## src/shared/phy_port_pkg.sv

```systemverilog
// Summary of operation
// Transmit clock period 400 ns at 10 Mbps, 40 ns at 100 Mbps, even duty.
// Receive clock period 400 ns at 10 Mbps, 40 ns at 100 Mbps, even duty.
// Transmit nibble and enable are captured on each transmit clock rising edge.
// Receive valid, nibble and error launch from the receive clock rising edge.
// At 10 Mbps carrier sense rises 600 ns after enable, falls 1.0 us after.
// At 100 Mbps carrier sense follows transmit enable by 72 ns both ways.
// Receive data starts 7.2 us (10 Mbps) or 170 ns (100 Mbps) after carrier.
// With a 25 MHz crystal input, drive a 50 MHz, 20 ns reference clock out.
// With a 50 MHz crystal input, time all reduced-pin transfers from it.
// The host holds reset low at least 500 us for a warm reset.
// Straps are sampled and applied only when reset is released.
// Management access waits at least 100 us after reset release.
// Dual-purpose strap pins stay inputs at least 6 ns after reset release.
// Clock rates and latencies follow the speed in effect; clocks keep running.
package phy_port_pkg;

    // Own clock
    localparam int CLK_NS = 10;

    // Link timing in nanoseconds
    localparam int MII10_NS      = 400;
    localparam int MII100_NS     = 40;
    localparam int CRS10_ON_NS   = 600;
    localparam int CRS10_OFF_NS  = 1000;
    localparam int CRS100_NS     = 72;
    localparam int RX10_LAT_NS   = 7200;
    localparam int RX100_LAT_NS  = 170;
    localparam int STRAP_HOLD_NS = 6;

    // Reset timing in microseconds
    localparam int WARM_RST_US  = 500;
    localparam int MGMT_WAIT_US = 100;

    localparam int CNT_W  = 10;
    localparam int BOOT_W = 14;

    // Cycle counts; latencies and strap hold rounded up to whole cycles
    localparam logic [CNT_W-1:0] HALF10_CYC    = CNT_W'(MII10_NS / (2 * CLK_NS));
    localparam logic [CNT_W-1:0] HALF100_CYC   = CNT_W'(MII100_NS / (2 * CLK_NS));
    localparam logic [CNT_W-1:0] CRS10_ON_CYC  = CNT_W'((CRS10_ON_NS + CLK_NS - 1) / CLK_NS);
    localparam logic [CNT_W-1:0] CRS10_OFF_CYC = CNT_W'((CRS10_OFF_NS + CLK_NS - 1) / CLK_NS);
    localparam logic [CNT_W-1:0] CRS100_CYC    = CNT_W'((CRS100_NS + CLK_NS - 1) / CLK_NS);
    localparam logic [CNT_W-1:0] RX10_LAT_CYC  = CNT_W'((RX10_LAT_NS + CLK_NS - 1) / CLK_NS);
    localparam logic [CNT_W-1:0] RX100_LAT_CYC = CNT_W'((RX100_LAT_NS + CLK_NS - 1) / CLK_NS);
    localparam logic [BOOT_W-1:0] STRAP_SAMPLE_CYC = 14'h2;
    localparam logic [BOOT_W-1:0] STRAP_HOLD_CYC   = BOOT_W'((STRAP_HOLD_NS + CLK_NS - 1) / CLK_NS);
    localparam int MGMT_WAIT_DEF = MGMT_WAIT_US * 1000 / CLK_NS;

    // Receive buffer
    localparam int RX_FIFO_DEPTH = 4;

    typedef enum logic [2:0] {
        RX_IDLE = 3'b001,
        RX_WAIT = 3'b010,
        RX_DATA = 3'b100
    } rx_state_t;

    typedef struct packed {
        logic ref50;
        logic rmii;
        logic speed_100;
    } strap_t;

    typedef struct packed {
        logic       err;
        logic [3:0] data;
    } line_nib_t;

    typedef struct packed {
        logic       dv;
        logic       er;
        logic [3:0] data;
    } mii_rx_t;

    localparam strap_t STRAP_RESET = '{ref50: 1'b0, rmii: 1'b0, speed_100: 1'b1};
    localparam mii_rx_t MII_RX_RESET = '{dv: 1'b0, er: 1'b0, data: 4'h0};

endpackage

```

## src/hdl/fifo_buf.sv

```systemverilog
`timescale 1ns/1ps
module fifo_buf #(
    parameter int WIDTH = 5,
    parameter int DEPTH = 4
) (
    input  logic             i_ref_clk,
    input  logic             i_rstn,
    input  logic             i_valid,
    output logic             o_ready,
    input  logic [WIDTH-1:0] i_data,
    output logic             o_valid,
    input  logic             i_ready,
    output logic [WIDTH-1:0] o_data
);
    localparam int AW = $clog2(DEPTH);

    logic [WIDTH-1:0] mem [DEPTH];
    logic [AW-1:0]    wr_ptr, rd_ptr, next_wr_ptr, next_rd_ptr;
    logic [AW:0]      count, next_count;
    logic             push, pop;

    // Honest flags from the fill count
    assign o_ready = (count != (AW+1)'(DEPTH));
    assign o_valid = (count != '0);
    assign o_data  = mem[rd_ptr];
    assign push    = i_valid && o_ready;
    assign pop     = o_valid && i_ready;

    // Pointer and count update, wrapping at depth
    always_comb begin
        next_wr_ptr = wr_ptr;
        next_rd_ptr = rd_ptr;
        if (push) begin
            next_wr_ptr = (wr_ptr == AW'(DEPTH - 1)) ? '0 : AW'(wr_ptr + 1'b1);
        end
        if (pop) begin
            next_rd_ptr = (rd_ptr == AW'(DEPTH - 1)) ? '0 : AW'(rd_ptr + 1'b1);
        end
        next_count = count;
        if (push && !pop) begin
            next_count = (AW+1)'(count + 1'b1);
        end else if (pop && !push) begin
            next_count = (AW+1)'(count - 1'b1);
        end
    end

    always_ff @(posedge i_ref_clk or negedge i_rstn) begin
        if (!i_rstn) begin
            wr_ptr <= '0;
            rd_ptr <= '0;
            count  <= '0;
        end else begin
            wr_ptr <= next_wr_ptr;
            rd_ptr <= next_rd_ptr;
            count  <= next_count;
        end
    end

    // Storage needs no reset; reads are gated by the count
    always_ff @(posedge i_ref_clk) begin
        if (push) begin
            mem[wr_ptr] <= i_data;
        end
    end

endmodule // fifo_buf

```

## src/hdl/phy_mii_port.sv

```systemverilog
`timescale 1ns/1ps
module phy_mii_port #(
    parameter int MGMT_WAIT_CYC = phy_port_pkg::MGMT_WAIT_DEF
) (
    input  logic                   i_ref_clk,
    input  logic                   i_rstn,
    input  logic                   i_crystal_clock_input,
    input  phy_port_pkg::strap_t   i_strap,
    input  logic                   i_link_up,
    input  logic                   i_link_speed_100,
    input  logic [3:0]             i_mac_txd,
    input  logic                   i_mac_tx_en,
    output logic                   o_mii_tx_clk,
    output logic                   o_mii_rx_clk,
    output logic                   o_rmii_ref_clk,
    output phy_port_pkg::mii_rx_t  o_mii_rx,
    output logic                   o_crs,
    output phy_port_pkg::line_nib_t o_line_tx,
    output logic                   o_line_tx_valid,
    input  logic                   i_line_carrier,
    input  logic                   i_line_rx_valid,
    input  phy_port_pkg::line_nib_t i_line_rx,
    output logic                   o_line_rx_ready,
    output logic                   o_led_speed,
    output logic                   o_led_speed_oe_n,
    output logic                   o_mgmt_ready
);
    import phy_port_pkg::*;

    localparam int SW = 9;

    logic [SW-1:0] sync1, sync2;
    logic          xtal_s, xtal_d, tx_en_s;
    logic [3:0]    txd_s;
    strap_t        strap_s;

    // Two-flop synchronisers for the crystal, MAC transmit and strap inputs
    always_ff @(posedge i_ref_clk or negedge i_rstn) begin
        if (!i_rstn) begin
            sync1  <= '0;
            sync2  <= '0;
            xtal_d <= 1'b0;
        end else begin
            sync1  <= {i_crystal_clock_input, i_mac_tx_en, i_mac_txd, i_strap};
            sync2  <= sync1;
            xtal_d <= sync2[8];
        end
    end

    assign xtal_s  = sync2[8];
    assign tx_en_s = sync2[7];
    assign txd_s   = sync2[6:3];
    assign strap_s = strap_t'(sync2[2:0]);

    // Boot sequencing after reset release
    logic [BOOT_W-1:0] boot_cnt, next_boot_cnt;
    strap_t            strap_q, next_strap_q;
    logic              strap_done, next_strap_done;
    logic              led_oe_n, next_led_oe_n;
    logic              mgmt_rdy, next_mgmt_rdy;

    // The warm reset itself is the host's to time; nothing here measures it.
    // Boot counter saturates at the management wait
    always_comb begin
        next_boot_cnt   = boot_cnt;
        next_strap_q    = strap_q;
        next_strap_done = strap_done;
        if (boot_cnt != BOOT_W'(MGMT_WAIT_CYC)) begin
            next_boot_cnt = boot_cnt + 14'h1;
        end
        // latch at release
        if (!strap_done && boot_cnt == STRAP_SAMPLE_CYC) begin
            next_strap_q    = strap_s;
            next_strap_done = 1'b1;
        end
        // pin stays input
        next_led_oe_n = !(strap_done && boot_cnt >= STRAP_SAMPLE_CYC + STRAP_HOLD_CYC);
        // management wait flag
        next_mgmt_rdy = (boot_cnt == BOOT_W'(MGMT_WAIT_CYC));
    end

    always_ff @(posedge i_ref_clk or negedge i_rstn) begin
        if (!i_rstn) begin
            boot_cnt   <= '0;
            strap_q    <= STRAP_RESET;
            strap_done <= 1'b0;
            led_oe_n   <= 1'b1;
            mgmt_rdy   <= 1'b0;
        end else begin
            boot_cnt   <= next_boot_cnt;
            strap_q    <= next_strap_q;
            strap_done <= next_strap_done;
            led_oe_n   <= next_led_oe_n;
            mgmt_rdy   <= next_mgmt_rdy;
        end
    end

    // Clock generation: MII divider and reduced-pin reference
    logic [CNT_W-1:0] div_cnt, next_div_cnt, half;
    logic             mii_clk, next_mii_clk;
    logic             speed_eff, next_speed_eff, speed_sel;
    logic             ref_clk, next_ref_clk;
    logic             mii_rise, ref_tick, xfer;

    assign speed_sel = i_link_up ? i_link_speed_100 : strap_q.speed_100;
    assign half      = speed_eff ? HALF100_CYC : HALF10_CYC;
    assign mii_rise  = (div_cnt == half - 10'h1) && !mii_clk;
    // edges of the external reference
    assign ref_tick  = strap_q.ref50 ? (xtal_s && !xtal_d) : (next_ref_clk && !ref_clk);
    assign xfer      = strap_q.rmii ? ref_tick : mii_rise;

    always_comb begin
        next_div_cnt   = div_cnt + 10'h1;
        next_mii_clk   = mii_clk;
        next_speed_eff = speed_eff;
        // even half periods
        if (div_cnt == half - 10'h1) begin
            next_div_cnt = '0;
            next_mii_clk = !mii_clk;
            // speed switch only at period start, so no runt phase
            if (!mii_clk) begin
                next_speed_eff = speed_sel;
            end
        end
        // toggle every cycle for a 20 ns reference
        next_ref_clk = (strap_q.rmii && !strap_q.ref50) ? !ref_clk : 1'b0;
    end

    always_ff @(posedge i_ref_clk or negedge i_rstn) begin
        if (!i_rstn) begin
            div_cnt   <= '0;
            mii_clk   <= 1'b0;
            speed_eff <= STRAP_RESET.speed_100;
            ref_clk   <= 1'b0;
        end else begin
            div_cnt   <= next_div_cnt;
            mii_clk   <= next_mii_clk;
            speed_eff <= next_speed_eff;
            ref_clk   <= next_ref_clk;
        end
    end

    // receive clock shares the transmit divider
    assign o_mii_tx_clk   = mii_clk;
    assign o_mii_rx_clk   = mii_clk;
    assign o_rmii_ref_clk = ref_clk;
    assign o_led_speed    = speed_eff;
    assign o_led_speed_oe_n = led_oe_n;
    assign o_mgmt_ready   = mgmt_rdy;

    // Transmit capture; dibits pair low first in reduced-pin mode
    line_nib_t  line_tx, next_line_tx;
    logic       line_tx_valid, next_line_tx_valid;
    logic       tx_phase, next_tx_phase;
    logic [1:0] tx_low, next_tx_low;

    always_comb begin
        next_line_tx       = line_tx;
        next_line_tx_valid = 1'b0;
        next_tx_phase      = tx_phase;
        next_tx_low        = tx_low;
        // capture at the rising edge
        if (xfer && tx_en_s) begin
            if (!strap_q.rmii) begin
                next_line_tx       = '{err: 1'b0, data: txd_s};
                next_line_tx_valid = 1'b1;
            end else if (!tx_phase) begin
                next_tx_low   = txd_s[1:0];
                next_tx_phase = 1'b1;
            end else begin
                next_line_tx       = '{err: 1'b0, data: {txd_s[1:0], tx_low}};
                next_line_tx_valid = 1'b1;
                next_tx_phase      = 1'b0;
            end
        end
        if (!tx_en_s) begin
            next_tx_phase = 1'b0;
        end
    end

    always_ff @(posedge i_ref_clk or negedge i_rstn) begin
        if (!i_rstn) begin
            line_tx       <= '0;
            line_tx_valid <= 1'b0;
            tx_phase      <= 1'b0;
            tx_low        <= 2'h0;
        end else begin
            line_tx       <= next_line_tx;
            line_tx_valid <= next_line_tx_valid;
            tx_phase      <= next_tx_phase;
            tx_low        <= next_tx_low;
        end
    end

    assign o_line_tx       = line_tx;
    assign o_line_tx_valid = line_tx_valid;

    // Carrier sense: one counter runs while enable and carrier disagree
    logic [CNT_W-1:0] crs_cnt, next_crs_cnt, crs_lim;
    logic             crs_tx, next_crs_tx, crs, next_crs;

    // speed-dependent latency
    assign crs_lim = speed_eff ? CRS100_CYC : (tx_en_s ? CRS10_ON_CYC : CRS10_OFF_CYC);

    always_comb begin
        next_crs_tx  = crs_tx;
        next_crs_cnt = '0;
        if (tx_en_s != crs_tx) begin
            if (crs_cnt == crs_lim - 10'h1) begin
                next_crs_tx = tx_en_s;
            end else begin
                next_crs_cnt = crs_cnt + 10'h1;
            end
        end
        next_crs = crs_tx || i_line_carrier;
    end

    always_ff @(posedge i_ref_clk or negedge i_rstn) begin
        if (!i_rstn) begin
            crs_cnt <= '0;
            crs_tx  <= 1'b0;
            crs     <= 1'b0;
        end else begin
            crs_cnt <= next_crs_cnt;
            crs_tx  <= next_crs_tx;
            crs     <= next_crs;
        end
    end

    assign o_crs = crs;

    // Receive path: media nibbles buffer until the latency has passed
    rx_state_t        rx_state, next_rx_state;
    logic [CNT_W-1:0] rx_cnt, next_rx_cnt, rx_lat;
    logic             rx_phase, next_rx_phase, pop, f_valid;
    mii_rx_t          mii_rx, next_mii_rx;
    line_nib_t        f_data;

    fifo_buf #(
        .WIDTH ($bits(line_nib_t)),
        .DEPTH (RX_FIFO_DEPTH)
    ) u_rx_fifo (
        .i_ref_clk (i_ref_clk),
        .i_rstn    (i_rstn),
        .i_valid   (i_line_rx_valid),
        .o_ready   (o_line_rx_ready),
        .i_data    (i_line_rx),
        .o_valid   (f_valid),
        .i_ready   (pop),
        .o_data    (f_data)
    );

    assign rx_lat = speed_eff ? RX100_LAT_CYC : RX10_LAT_CYC;

    always_comb begin
        next_rx_state = rx_state;
        next_rx_cnt   = rx_cnt;
        next_rx_phase = rx_phase;
        next_mii_rx   = mii_rx;
        pop           = 1'b0;
        unique case (rx_state)
            RX_IDLE: begin
                next_rx_cnt = '0;
                if (crs && i_line_carrier) begin
                    next_rx_state = RX_WAIT;
                end
            end
            // latency from carrier sense
            RX_WAIT: begin
                if (!i_line_carrier) begin
                    next_rx_state = RX_IDLE;
                end else if (rx_cnt == rx_lat - 10'h1) begin
                    next_rx_state = RX_DATA;
                end else begin
                    next_rx_cnt = rx_cnt + 10'h1;
                end
            end
            RX_DATA: begin
                // launch with the clock edge
                if (xfer) begin
                    if (f_valid) begin
                        next_mii_rx.dv = 1'b1;
                        next_mii_rx.er = f_data.err;
                        if (!strap_q.rmii) begin
                            next_mii_rx.data = f_data.data;
                            pop              = 1'b1;
                        end else begin
                            next_mii_rx.data = {2'h0, rx_phase ? f_data.data[3:2] : f_data.data[1:0]};
                            pop              = rx_phase;
                            next_rx_phase    = !rx_phase;
                        end
                    end else begin
                        // Underrun or end of frame drops valid
                        next_mii_rx   = MII_RX_RESET;
                        next_rx_phase = 1'b0;
                        if (!i_line_carrier) begin
                            next_rx_state = RX_IDLE;
                        end
                    end
                end
            end
        endcase
    end

    always_ff @(posedge i_ref_clk or negedge i_rstn) begin
        if (!i_rstn) begin
            rx_state <= RX_IDLE;
            rx_cnt   <= '0;
            rx_phase <= 1'b0;
            mii_rx   <= MII_RX_RESET;
        end else begin
            rx_state <= next_rx_state;
            rx_cnt   <= next_rx_cnt;
            rx_phase <= next_rx_phase;
            mii_rx   <= next_mii_rx;
        end
    end

    assign o_mii_rx = mii_rx;
endmodule // phy_mii_port

```

## config.mk

```make
export PLATFORM = sky130hd
export DESIGN_NAME = phy_mii_port
export DESIGN_NICKNAME = d
export VERILOG_FILES = /design/src/shared/phy_port_pkg.sv /design/src/hdl/fifo_buf.sv /design/src/hdl/phy_mii_port.sv
export SDC_FILE = /design/constraint.sdc
export NUM_CORES = 1
export LEC_CHECK = 0
export ABC_AREA = 1
export ABC_CLOCK_PERIOD_IN_PS = 2700
export CAP_MARGIN = 20
export CORE_MARGIN = 1
export CORE_UTILIZATION = 40
export CTS_BUF_LIST = sky130_fd_sc_hd__clkbuf_4
export DETAILED_ROUTE_END_ITERATION = 8
export DONT_BUFFER_PORTS = 1
export PLACE_DENSITY = 0.65
export SLEW_MARGIN = 25
export SYNTH_ARGS = -nofsm -noshare
export SYNTH_HDL_FRONTEND = slang
export SYNTH_SLANG_ARGS = --single-unit
```

## constraint.sdc

```tcl
create_clock -name i_ref_clk -period 2.7 [get_ports i_ref_clk]
set_clock_uncertainty 0.15 [all_clocks]
set_input_delay 0.135 -clock i_ref_clk [delete_from_list [all_inputs] [get_ports i_ref_clk]]
set_output_delay 0.135 -clock i_ref_clk [all_outputs]
set_load 0.01 [all_outputs]
```

==> run_results.csv, run 1 <==
group,metric,value,unit
detailed_routing,vias_per_cell,4.72,
global_route,antenna_found_initial,1,
detailed_routing,wl_met2,4940,µm
timing,finalCritPeriodShare,94.6,%
timing,relSlewSlack,65.0,%
detailed_routing,met3WireLength,338,µm
yosys,synth_fp_nets,575,
placement,place.port_buffers,0,
setup_path,reg2reg_depth,13,
yosys,ys_seq_area_share,57.3,%
yosys,syn_inst,542,
clock_network,cts.sink_count,119,
setup_path,worstSetupEndpointType,"flip-flop",
global_route,grt_overflow_total,0,
floorplan,fp.dieH,118,µm
clock_network,cts_tree,"yes",
setup_path,endpoint,"u_rx_fifo.count[1]",
timing,fmax,391,MHz
timing,finalHoldViolCount,0,
clock_network,clkTransAtPathRegs,120,ps
power,peakVddDrop,0.459,mV
floorplan,num_rows,42,
yosys,synth_top_area_cell,"dfrtp_1",
clock_network,cts-root-buf,"clkbuf_4",
detailed_routing,ant_nets,0,
min_path,min_path_type,"in2async",
detailed_routing,wl,10100,µm
global_route,grt_pass1_vias,3711,
yosys,syn-cell-area,5380,µm²
yosys,synth_area_per_cell,9.93,µm²
yosys,ys_warn_count,0,
timing,setup_tns,0,ps
setup_path,critPathLaunchType,"flip-flop",
yosys,synth_edf_count,20,
setup_path,startpoint,"div_cnt[0]",
setup_path,critPathMaxFanout,5,
timing,tightestPinTransition,524,ps
cells_and_area,num-nets-final,631,
clock_network,htree_levels,4,
detailed_routing,vias,3718,
yosys,yosysMostFrequentCell,"nand2_1",
clock_network,cts_buffers,17,
yosys,synth_seq_cells,119,
run,max-cap-violations,0,
floorplan,io_pins,40,
floorplan,dieArea,13900,µm²
yosys,ys_top_cells_by_area,"dfrtp_1 44%, edfxtp_1 11%, nand2_1 7.5%",
cells_and_area,drive_gt1_share,15.2,%
global_route,grt_pass1_wl,17200,µm
placement,dp.cells,717,
power,power.density,792,nW/µm²
yosys,synthArstFlopShare,83.2,%
yosys,synth_top_area_share,44.2,%
status,outcome,"finished, final reports clean",
setup_path,r2r_start,"div_cnt[0]",
detailed_routing,top_layer_used,"met4",
yosys,synth_cell_types,48,
floorplan,initial_utilization,40.8,%
global_route,grt_max_degree,100,
setup_path,path_class,"reg2reg",
setup_path,cp.arrival,2800,ps
placement,gp_congestion,0.887,
detailed_routing,route.detailed.drc,0,
timing,drv_slew,0,
power,leakagePower,2.88,nW
clock_network,cts_max_path_buffers,2,
detailed_routing,drt_iter0_markers,225,
detailed_routing,drt_pass1_iterations,5,
cells_and_area,utilization,47.4,%
setup_path,reg2reg_to,"u_rx_fifo.count[1]",
clock_network,clk_latency,510,ps
setup_path,regToRegSetupSlack,150,ps
yosys,ys.flop_type,"dfrtp_1",
placement,dp_hpwl,7050,µm
global_route,grt.total_usage,15.7,%
detailed_routing,detail_route.wl_per_cell,12.8,µm
timing,setup-violations-final,0,
detailed_routing,wl_met1,4710,µm
yosys,yosys-top-cells-count,"108 x nand2_1, 95 x dfrtp_1, 64 x inv_1",
timing,period_needed,2550,ps
floorplan,core,13200,µm²
cells_and_area,syn_to_final_growth,16.1,%
cells_and_area,fin_cells,788,
floorplan,die_x,118,µm
setup_path,cp.required,2950,ps
## timing repair
action	4_1_cts	5_1_grt
setup buffers	0	9
endpoints found under the setup margin	0	2
hold buffers	29	0
endpoints found under the hold margin	163	0
gates resized for setup	0	3
## metrics by stage
| stage | hold slack, ps | instance area, µm² | setup slack, ps | total power [mW] |
|---|---|---|---|---|
| detailed placement | -306 | 5590 | 94.3 | 3.68 |
| global placement | -307 | 5590 | 177 | 3.62 |
| CTS | 63.9 | 6170 | 82.8 | 4.94 |
| floorplan | -311 | 5380 | 246 | 3.37 |
| finish | 70.7 | 6250 | 145 | 4.95 |
| global route | 84.9 | 6250 | -5.18 | 5.30 |
## report_power, final
group	switching [mW]	leakage, nW	internal (mW)
Combinational	0.803	1.30	0.503
Clock	0.693	0.152	0.489
Sequential	0.296	1.42	2.16
Total	1.79	2.88	3.16
## cell families after synthesis
| logic type | synth area share (%) |
|---|---|
| xor gates and xnor gates | 4.72 |
| AOI/OAI and AO/OA | 7.02 |
| and+or+nand+nor | 21.7 |
| DFF | 57.3 |
| adders and majority gates | 3.16 |
| muxes | 0.395 |
| other | 0.0697 |
| buffers and inverters | 5.65 |
## cell usage in the layout, fill, tap and decap left out, types with 6 or more instances in the layout
cell type and instances:
o21ai_2 6, ha_1 12, dfrtp_1 95, nor3_2 6, clkinv_4 6, nand2_1 107
edfxtp_1 20, inv_1 63, dlygate4sd3_1 28, nor2_1 51, clkbuf_4 19, a21oi_1 13
nand4_1 9, xor2_1 24, nor3_1 10, buf_4 13, nand3_1 35, o21ai_0 27
## layer usage
metal	track usage, %	up-vias
met4	6.09	0
met2	25.2	49
met1	20.1	1786
li1	-	1879
met3	4.55	4
met5	0	-
## sequential cells by signal, summed over array words and instances, names as in the netlist, 2 cells and up
name and flops:
o_mii_rx 6, div_cnt 10, sync2 9, u_rx_fifo.rd_ptr 2, u_rx_fifo.wr_ptr 2, u_rx_fifo.count 3
rx_state 3, rx_cnt 10, u_rx_fifo.mem 20, sync1 9, crs_cnt 10, tx_low 2
strap_q 3, boot_cnt 14, o_line_tx 4
## how the worst min path moves through the flow
stage	start	end	slack, ps	depth (start not counted)
after global routing	i_rstn	div_cnt[0]	80	2
after global placement	i_rstn	rx_cnt[6]	-310	0
final	i_rstn	rx_cnt[7]	70	2
after CTS	i_rstn	div_cnt[0]	60	2
after floorplan	i_rstn	boot_cnt[0]	-310	0
after detailed placement	i_rstn	rx_cnt[6]	-310	0
## area by class of cell
class,instances,area (µm²)
antenna,1,2.50
clock buffer,19,143
clock inverter,13,124
fill,1231,6940
inverter,70,265
multi-input combinational,348,2010
sequential,119,3080
tap,176,220
timing repair buffer,42,405
## critical path, cell delays in order, from the launching register on
cell and delay [ps]:
dfrtp_1 400, inv_1 60, nor2_1 90, nand2_1 70, nor2_2 170, nand4_4 120, nand2_4 120, nand2_4 80
nor2_8 160, nand2_2 80, ha_1 210, inv_2 70, fa_1 390, mux2_2 260
(Power assumes the default switching activity.)
==> run 2: changes to the inputs <==
SYNTH_HIERARCHICAL = 1   (was default)
==> run_results.csv, run 2 <==
group,metric,value,unit
cells_and_area,final_cell_mix,"118 x nand2_1, 95 x dfrtp_1, 71 x inv_1, 50 x nor2_1, 30 x nand3_1",
yosys,yosysMostFrequentCell,"nand2_1",
status,outcome,"finished, final reports clean",
timing,setup-violations-final,0,
setup_path,critPathMaxFanout,4,
floorplan,initial_utilization,41.2,%
floorplan,num_rows,42,
setup_path,path_cells,"nor2_1, nor2_2, nor2_4, nand3_4, nand2_4, nand2_8, nor2_8, nand2_4, a21oi_4, nand2_2, ha_4, inv_4, fa_2, nand2_1, o21ai_1",
floorplan,core,13300,µm²
power,peakVddDrop,0.402,mV
clock_network,cts_tree,"yes",
floorplan,io_pins,40,
detailed_routing,vias_per_cell,4.78,
detailed_routing,ant_nets,0,
global_route,grt_overflow_total,0,
placement,gp_congestion,0.851,
setup_path,slowest_delay,430,ps
detailed_routing,detail_route.wl_per_cell,12.7,µm
yosys,yosys-top-cells-count,"119 x nand2_1, 95 x dfrtp_1, 72 x inv_1",
setup_path,worstSetupEndpointType,"flip-flop",
clock_network,clkTransAtPathRegs,100,ps
yosys,syn-cell-area,5500,µm²
global_route,antenna_found_initial,1,
timing,tightestPinTransition,652,ps
setup_path,path_class,"reg2reg",
global_route,grtUsageMet1,18.5,%
power,leakagePower,2.97,nW
floorplan,fp.dieH,119,µm
yosys,synth_edf_count,20,
cells_and_area,multi_input_area,2080,µm²
setup_path,crit_buf_inv,1,
timing,setup_tns,0,ps
clock_network,cts_max_path_buffers,2,
timing,relSlewSlack,56.5,%
cells_and_area,drive_gt1_share,14.6,%
yosys,synth_top_area_share,43.2,%
clock_network,clk_latency,520,ps
global_route,grt_max_degree,100,
detailed_routing,drt_iter0_markers,258,
power,power,5.25,mW
cells_and_area,fillers,1253,
global_route,grt_pass1_vias,3834,
cells_and_area,syn_to_final_growth,16.8,%
cells_and_area,seqCellArea,3080,µm²
setup_path,critPathLaunchType,"flip-flop",
timing,finalHoldViolCount,0,
floorplan,dieArea,14200,µm²
setup_path,r2r_start,"div_cnt[1]",
setup_path,cp.arrival,2810,ps
setup_path,path_delay_family,"simple AND/OR/NAND/NOR gates",
yosys,syn_inst,565,
detailed_routing,route.detailed.drc,0,
min_path,min_path_type,"in2async",
yosys,synth_seq_cells,119,
global_route,use_met2,26.2,%
cells_and_area,largest_reg_flops,20,
global_route,grt_pass1_wl,17700,µm
yosys,synthArstFlopShare,83.2,%
cells_and_area,num-nets-final,649,
timing,drv_slew,0,
yosys,synth_area_per_cell,9.74,µm²
detailed_routing,vias,3855,
timing,finalCritPeriodShare,94.8,%
global_route,grt.total_usage,15.9,%
setup_path,cp_common_cell,"nand2_4",
yosys,ys_seq_area_share,56.0,%
placement,dp_hpwl,6990,µm
clock_network,cts.sink_count,119,
setup_path,cp.required,2950,ps
placement,dp.cells,738,
detailed_routing,wl,10200,µm
clock_network,htree_levels,4,
timing,period_needed,2560,ps
setup_path,startpoint,"div_cnt[1]",
cells_and_area,fin_cells,806,
power,power.density,817,nW/µm²
cells_and_area,largestRegisters,"u_rx_fifo/mem x20, boot_cnt x14",
yosys,synth_cell_types,46,
setup_path,slowest_stage,"dfrtp_1",
clock_network,cts_buffers,17,
timing,fmax,391,MHz
global_route,use_met3,5.46,%
detailed_routing,drt_pass1_iterations,4,
yosys,synth_fp_nets,598,
clock_network,cts-root-buf,"clkbuf_4",
run,max-cap-violations,0,
global_route,top_usage_layer,"met2",
yosys,synth_top_area_cell,"dfrtp_1",
cells_and_area,final_common_cell,"nand2_1",
cells_and_area,top_register,"u_rx_fifo/mem",
yosys,ys_warn_count,6,
yosys,ys.flop_type,"dfrtp_1",
floorplan,die_x,119,µm
placement,place.port_buffers,0,
yosys,ys_top_cells_by_area,"dfrtp_1 43%, edfxtp_1 11%, nand2_1 8.1%",
run 2: cell type report:
class / instances / share of cell area, %
Antenna cell: 1 / 0.0389
Clock buffer: 18 / 2.10
Tap cell: 176 / 3.43
Sequential cell: 119 / 48.0
Clock inverter: 14 / 3.10
Timing Repair Buffer: 39 / 5.96
Multi-Input combinational cell: 357 / 32.4
Inverter: 82 / 4.95
run 2: routing by layer:
metal	share of wire [%]	wire length, µm
met1	44	4470
met2	50	5090
met3	4.7	480
met4	2.0	204
met5	0	0
run 2: logic make-up (layout without fill, tap and decap cells):
| group | after synthesis | count (layout) | share of synthesized area, % |
|---|---|---|---|
| AOI/OAI and AO/OA | 51 | 51 | 5.46 |
| DFF | 119 | 119 | 56.0 |
| xor gates and xnor gates | 33 | 33 | 5.25 |
| muxes | 5 | 5 | 1.02 |
| buffers and inverters | 89 | 153 | 6.78 |
| other | 1 | 2 | 0.0681 |
| and+or+nand+nor | 254 | 254 | 22.3 |
| adders and majority gates | 13 | 13 | 3.09 |
run 2: path summary, 6_finish.rpt:
check	endpoint	slack, ps	cells after the start
min in group i_ref_clk	u_rx_fifo/mem[0][2]	190	1
worst min-delay path	rx_state[1]	70	2
worst max register to register	u_rx_fifo/count[1]	140	15
max in group asynchronous	strap_q[0]	1900	2
worst max-delay path	u_rx_fifo/count[1]	140	15
worst min register to register	sync2[6]	210	0
run 2: repair_timing:
| action | CTS | global route |
|---|---|---|
| gates resized for setup | 0 | 11 |
| hold buffers | 29 | 0 |
| hold endpoints to repair | 160 | 0 |
| buffers inserted | 0 | 6 |
| endpoints found under the setup margin | 0 | 2 |
run 2: worst reg2reg max path, cell delays in order, from the launching register on:
cell and delay, ps:
dfrtp_1 430, nor2_1 160, nor2_2 80, nor2_4 140
nand3_4 120, nand2_4 120, nand2_8 60, nor2_8 90
nand2_4 70, a21oi_4 150, nand2_2 90, ha_4 190
inv_4 50, fa_2 420, nand2_1 70, o21ai_1 60
run 2: power breakdown:
part / total [mW] / internal (mW) / switching [mW]
combinational: 1.32 / 0.508 / 0.807
sequential: 2.49 / 2.15 / 0.335
clock: 1.45 / 0.756 / 0.690
total: 5.25 / 3.42 / 1.83
run 2: through the flow:
| stage | util (%) | area [µm²] | hold WS, ps | setup slack (ps) |
|---|---|---|---|---|
| 2_1_floorplan | - | 5500 | -311 | 118 |
| 3_3_place_gp | 42.7 | 5700 | -309 | 131 |
| 3_5_place_dp | 42.7 | 5700 | -308 | 57.5 |
| 4_1_cts | 47.5 | 6340 | 63.1 | 46.4 |
| 5_1_grt | 48.1 | 6420 | 69.7 | -35.9 |
| 6_report | 48.1 | 6420 | 69.2 | 141 |
==> run 3: changes to the inputs <==
HOLD_SLACK_MARGIN = 0.1   (was default)
==> run_results.csv, run 3 (same netlist as run 2, synthesis figures left out) <==
group,metric,value,unit
setup_path,path_class,"reg2reg",
global_route,grt_overflow_total,0,
power,power,5.25,mW
setup_path,critPathLaunchType,"flip-flop",
setup_path,r2r_start,"div_cnt[1]",
timing,fmax,391,MHz
setup_path,critPathMaxFanout,4,
detailed_routing,ant_nets,0,
timing,tightestPinTransition,660,ps
min_path,min_path_type,"in2reg",
floorplan,num_rows,42,
clock_network,cts-root-buf,"clkbuf_4",
detailed_routing,drt_pass1_iterations,4,
floorplan,initial_utilization,41.2,%
cells_and_area,num-nets-final,650,
cells_and_area,largestRegisters,"u_rx_fifo/mem x20, boot_cnt x14",
floorplan,core,13300,µm²
placement,place_ws,57.5,ps
global_route,antenna_found_initial,1,
cells_and_area,syn_to_final_growth,16.9,%
setup_path,path_delay_family,"simple AND/OR/NAND/NOR gates",
clock_network,clkTransAtPathRegs,110,ps
floorplan,dieArea,14200,µm²
setup_path,crit_buf_inv,1,
detailed_routing,wl,10200,µm
setup_path,worstSetupEndpointType,"flip-flop",
timing,relSlewSlack,56.0,%
detailed_routing,route.detailed.drc,0,
floorplan,die_x,119,µm
setup_path,slowest_delay,430,ps
cells_and_area,final_common_cell,"nand2_1",
clock_network,cts.sink_count,119,
min_path,hp-start,"i_line_rx[2]",
run,max-cap-violations,0,
global_route,grt_pass1_wl,17700,µm
placement,place.port_buffers,0,
detailed_routing,detail_route.wl_per_cell,12.7,µm
setup_path,cp.arrival,2810,ps
placement,gp_congestion,0.851,
detailed_routing,vias_per_cell,4.80,
setup_path,startpoint,"div_cnt[1]",
clock_network,cts_max_path_buffers,2,
cells_and_area,largest_reg_flops,20,
clock_network,cts_buffers,17,
cells_and_area,top_register,"u_rx_fifo/mem",
detailed_routing,vias,3875,
timing,setup_slack,141,ps
global_route,grt.total_usage,15.9,%
status,outcome,"finished, final reports clean",
setup_path,slowest_stage,"dfrtp_1",
timing,finalCritPeriodShare,94.8,%
timing,setup_tns,0,ps
clock_network,clk_latency,520,ps
placement,dp_hpwl,6990,µm
timing,finalHoldViolCount,0,
setup_path,cp.required,2950,ps
setup_path,path_cells,"nor2_1, nor2_2, nor2_4, nand3_4, nand2_4, nand2_8, nor2_8, nand2_4, a21oi_4, nand2_2, ha_4, inv_4, fa_2, nand2_1, o21ai_1",
power,power.density,816,nW/µm²
global_route,grt_max_degree,100,
timing,setup-violations-final,0,
timing,drv_slew,0,
global_route,grt_pass1_vias,3840,
timing,period_needed,2560,ps
cells_and_area,final_cell_mix,"118 x nand2_1, 95 x dfrtp_1, 71 x inv_1, 50 x nor2_1, 30 x nand3_1",
cells_and_area,drive_gt1_share,14.6,%
power,peakVddDrop,0.402,mV
power,leakagePower,2.98,nW
floorplan,fp.dieH,119,µm
cells_and_area,utilization,48.2,%
setup_path,cp_common_cell,"nand2_4",
clock_network,cts_tree,"yes",
detailed_routing,drt_iter0_markers,255,
clock_network,htree_levels,4,
floorplan,io_pins,40,
[run 3: changes by cell type in the layout (fill, tap and decap cells not counted)]
| cell | delta |
|---|---|
| dlygate4sd3_1 | +1 |
[run 3: final cells by class]
type | instances | area (µm²)
clock inverter | 14 | 199
inverter | 82 | 318
fill | 1252 | 6910
sequential | 119 | 3080
antenna | 1 | 2.50
timing repair buffer | 40 | 393
clock buffer | 18 | 135
multi-input combinational | 357 | 2080
tap | 176 | 220
[run 3: metal layers]
metal  track usage, %  wire, µm
met4             7.50       210
met1             18.6      4450
met5                0         0
met2             26.2      5070
met3             5.46       502
[run 3: through the flow]
| stage | hold WS (ps) | cells | cell area [µm²] |
|---|---|---|---|
| 2_1_floorplan | -311 | 565 | 5500 |
| 3_3_place_gp | -309 | 738 | 5700 |
| 3_5_place_dp | -308 | 738 | 5700 |
| 4_1_cts | 139 | 800 | 6350 |
| 5_1_grt | 139 | 807 | 6430 |
| 6_report | 184 | 807 | 6430 |
[run 3: worst paths after layout]
| check | to | slack (ps) | cells after the start |
|---|---|---|---|
| min | u_rx_fifo/mem[0][2] | 180 | 1 |
| min reg2reg | sync2[6] | 210 | 0 |
| max | u_rx_fifo/count[1] | 140 | 15 |
| min in group asynchronous | o_mii_rx[0] | 650 | 3 |
| max reg2reg | u_rx_fifo/count[1] | 140 | 15 |
| max in group asynchronous | strap_q[0] | 1350 | 3 |
[run 3: what timing repair did]
action	4_1_cts	5_1_grt
endpoints found under the hold margin	168	0
gates resized for setup	0	11
endpoints found under the setup margin	0	2
buffers inserted	0	6
hold buffers	30	0
[run 3: power breakdown]
| group | switching [mW] | internal (mW) |
|---|---|---|
| Clock | 0.690 | 0.756 |
| Sequential | 0.335 | 2.15 |
| Combinational | 0.806 | 0.509 |
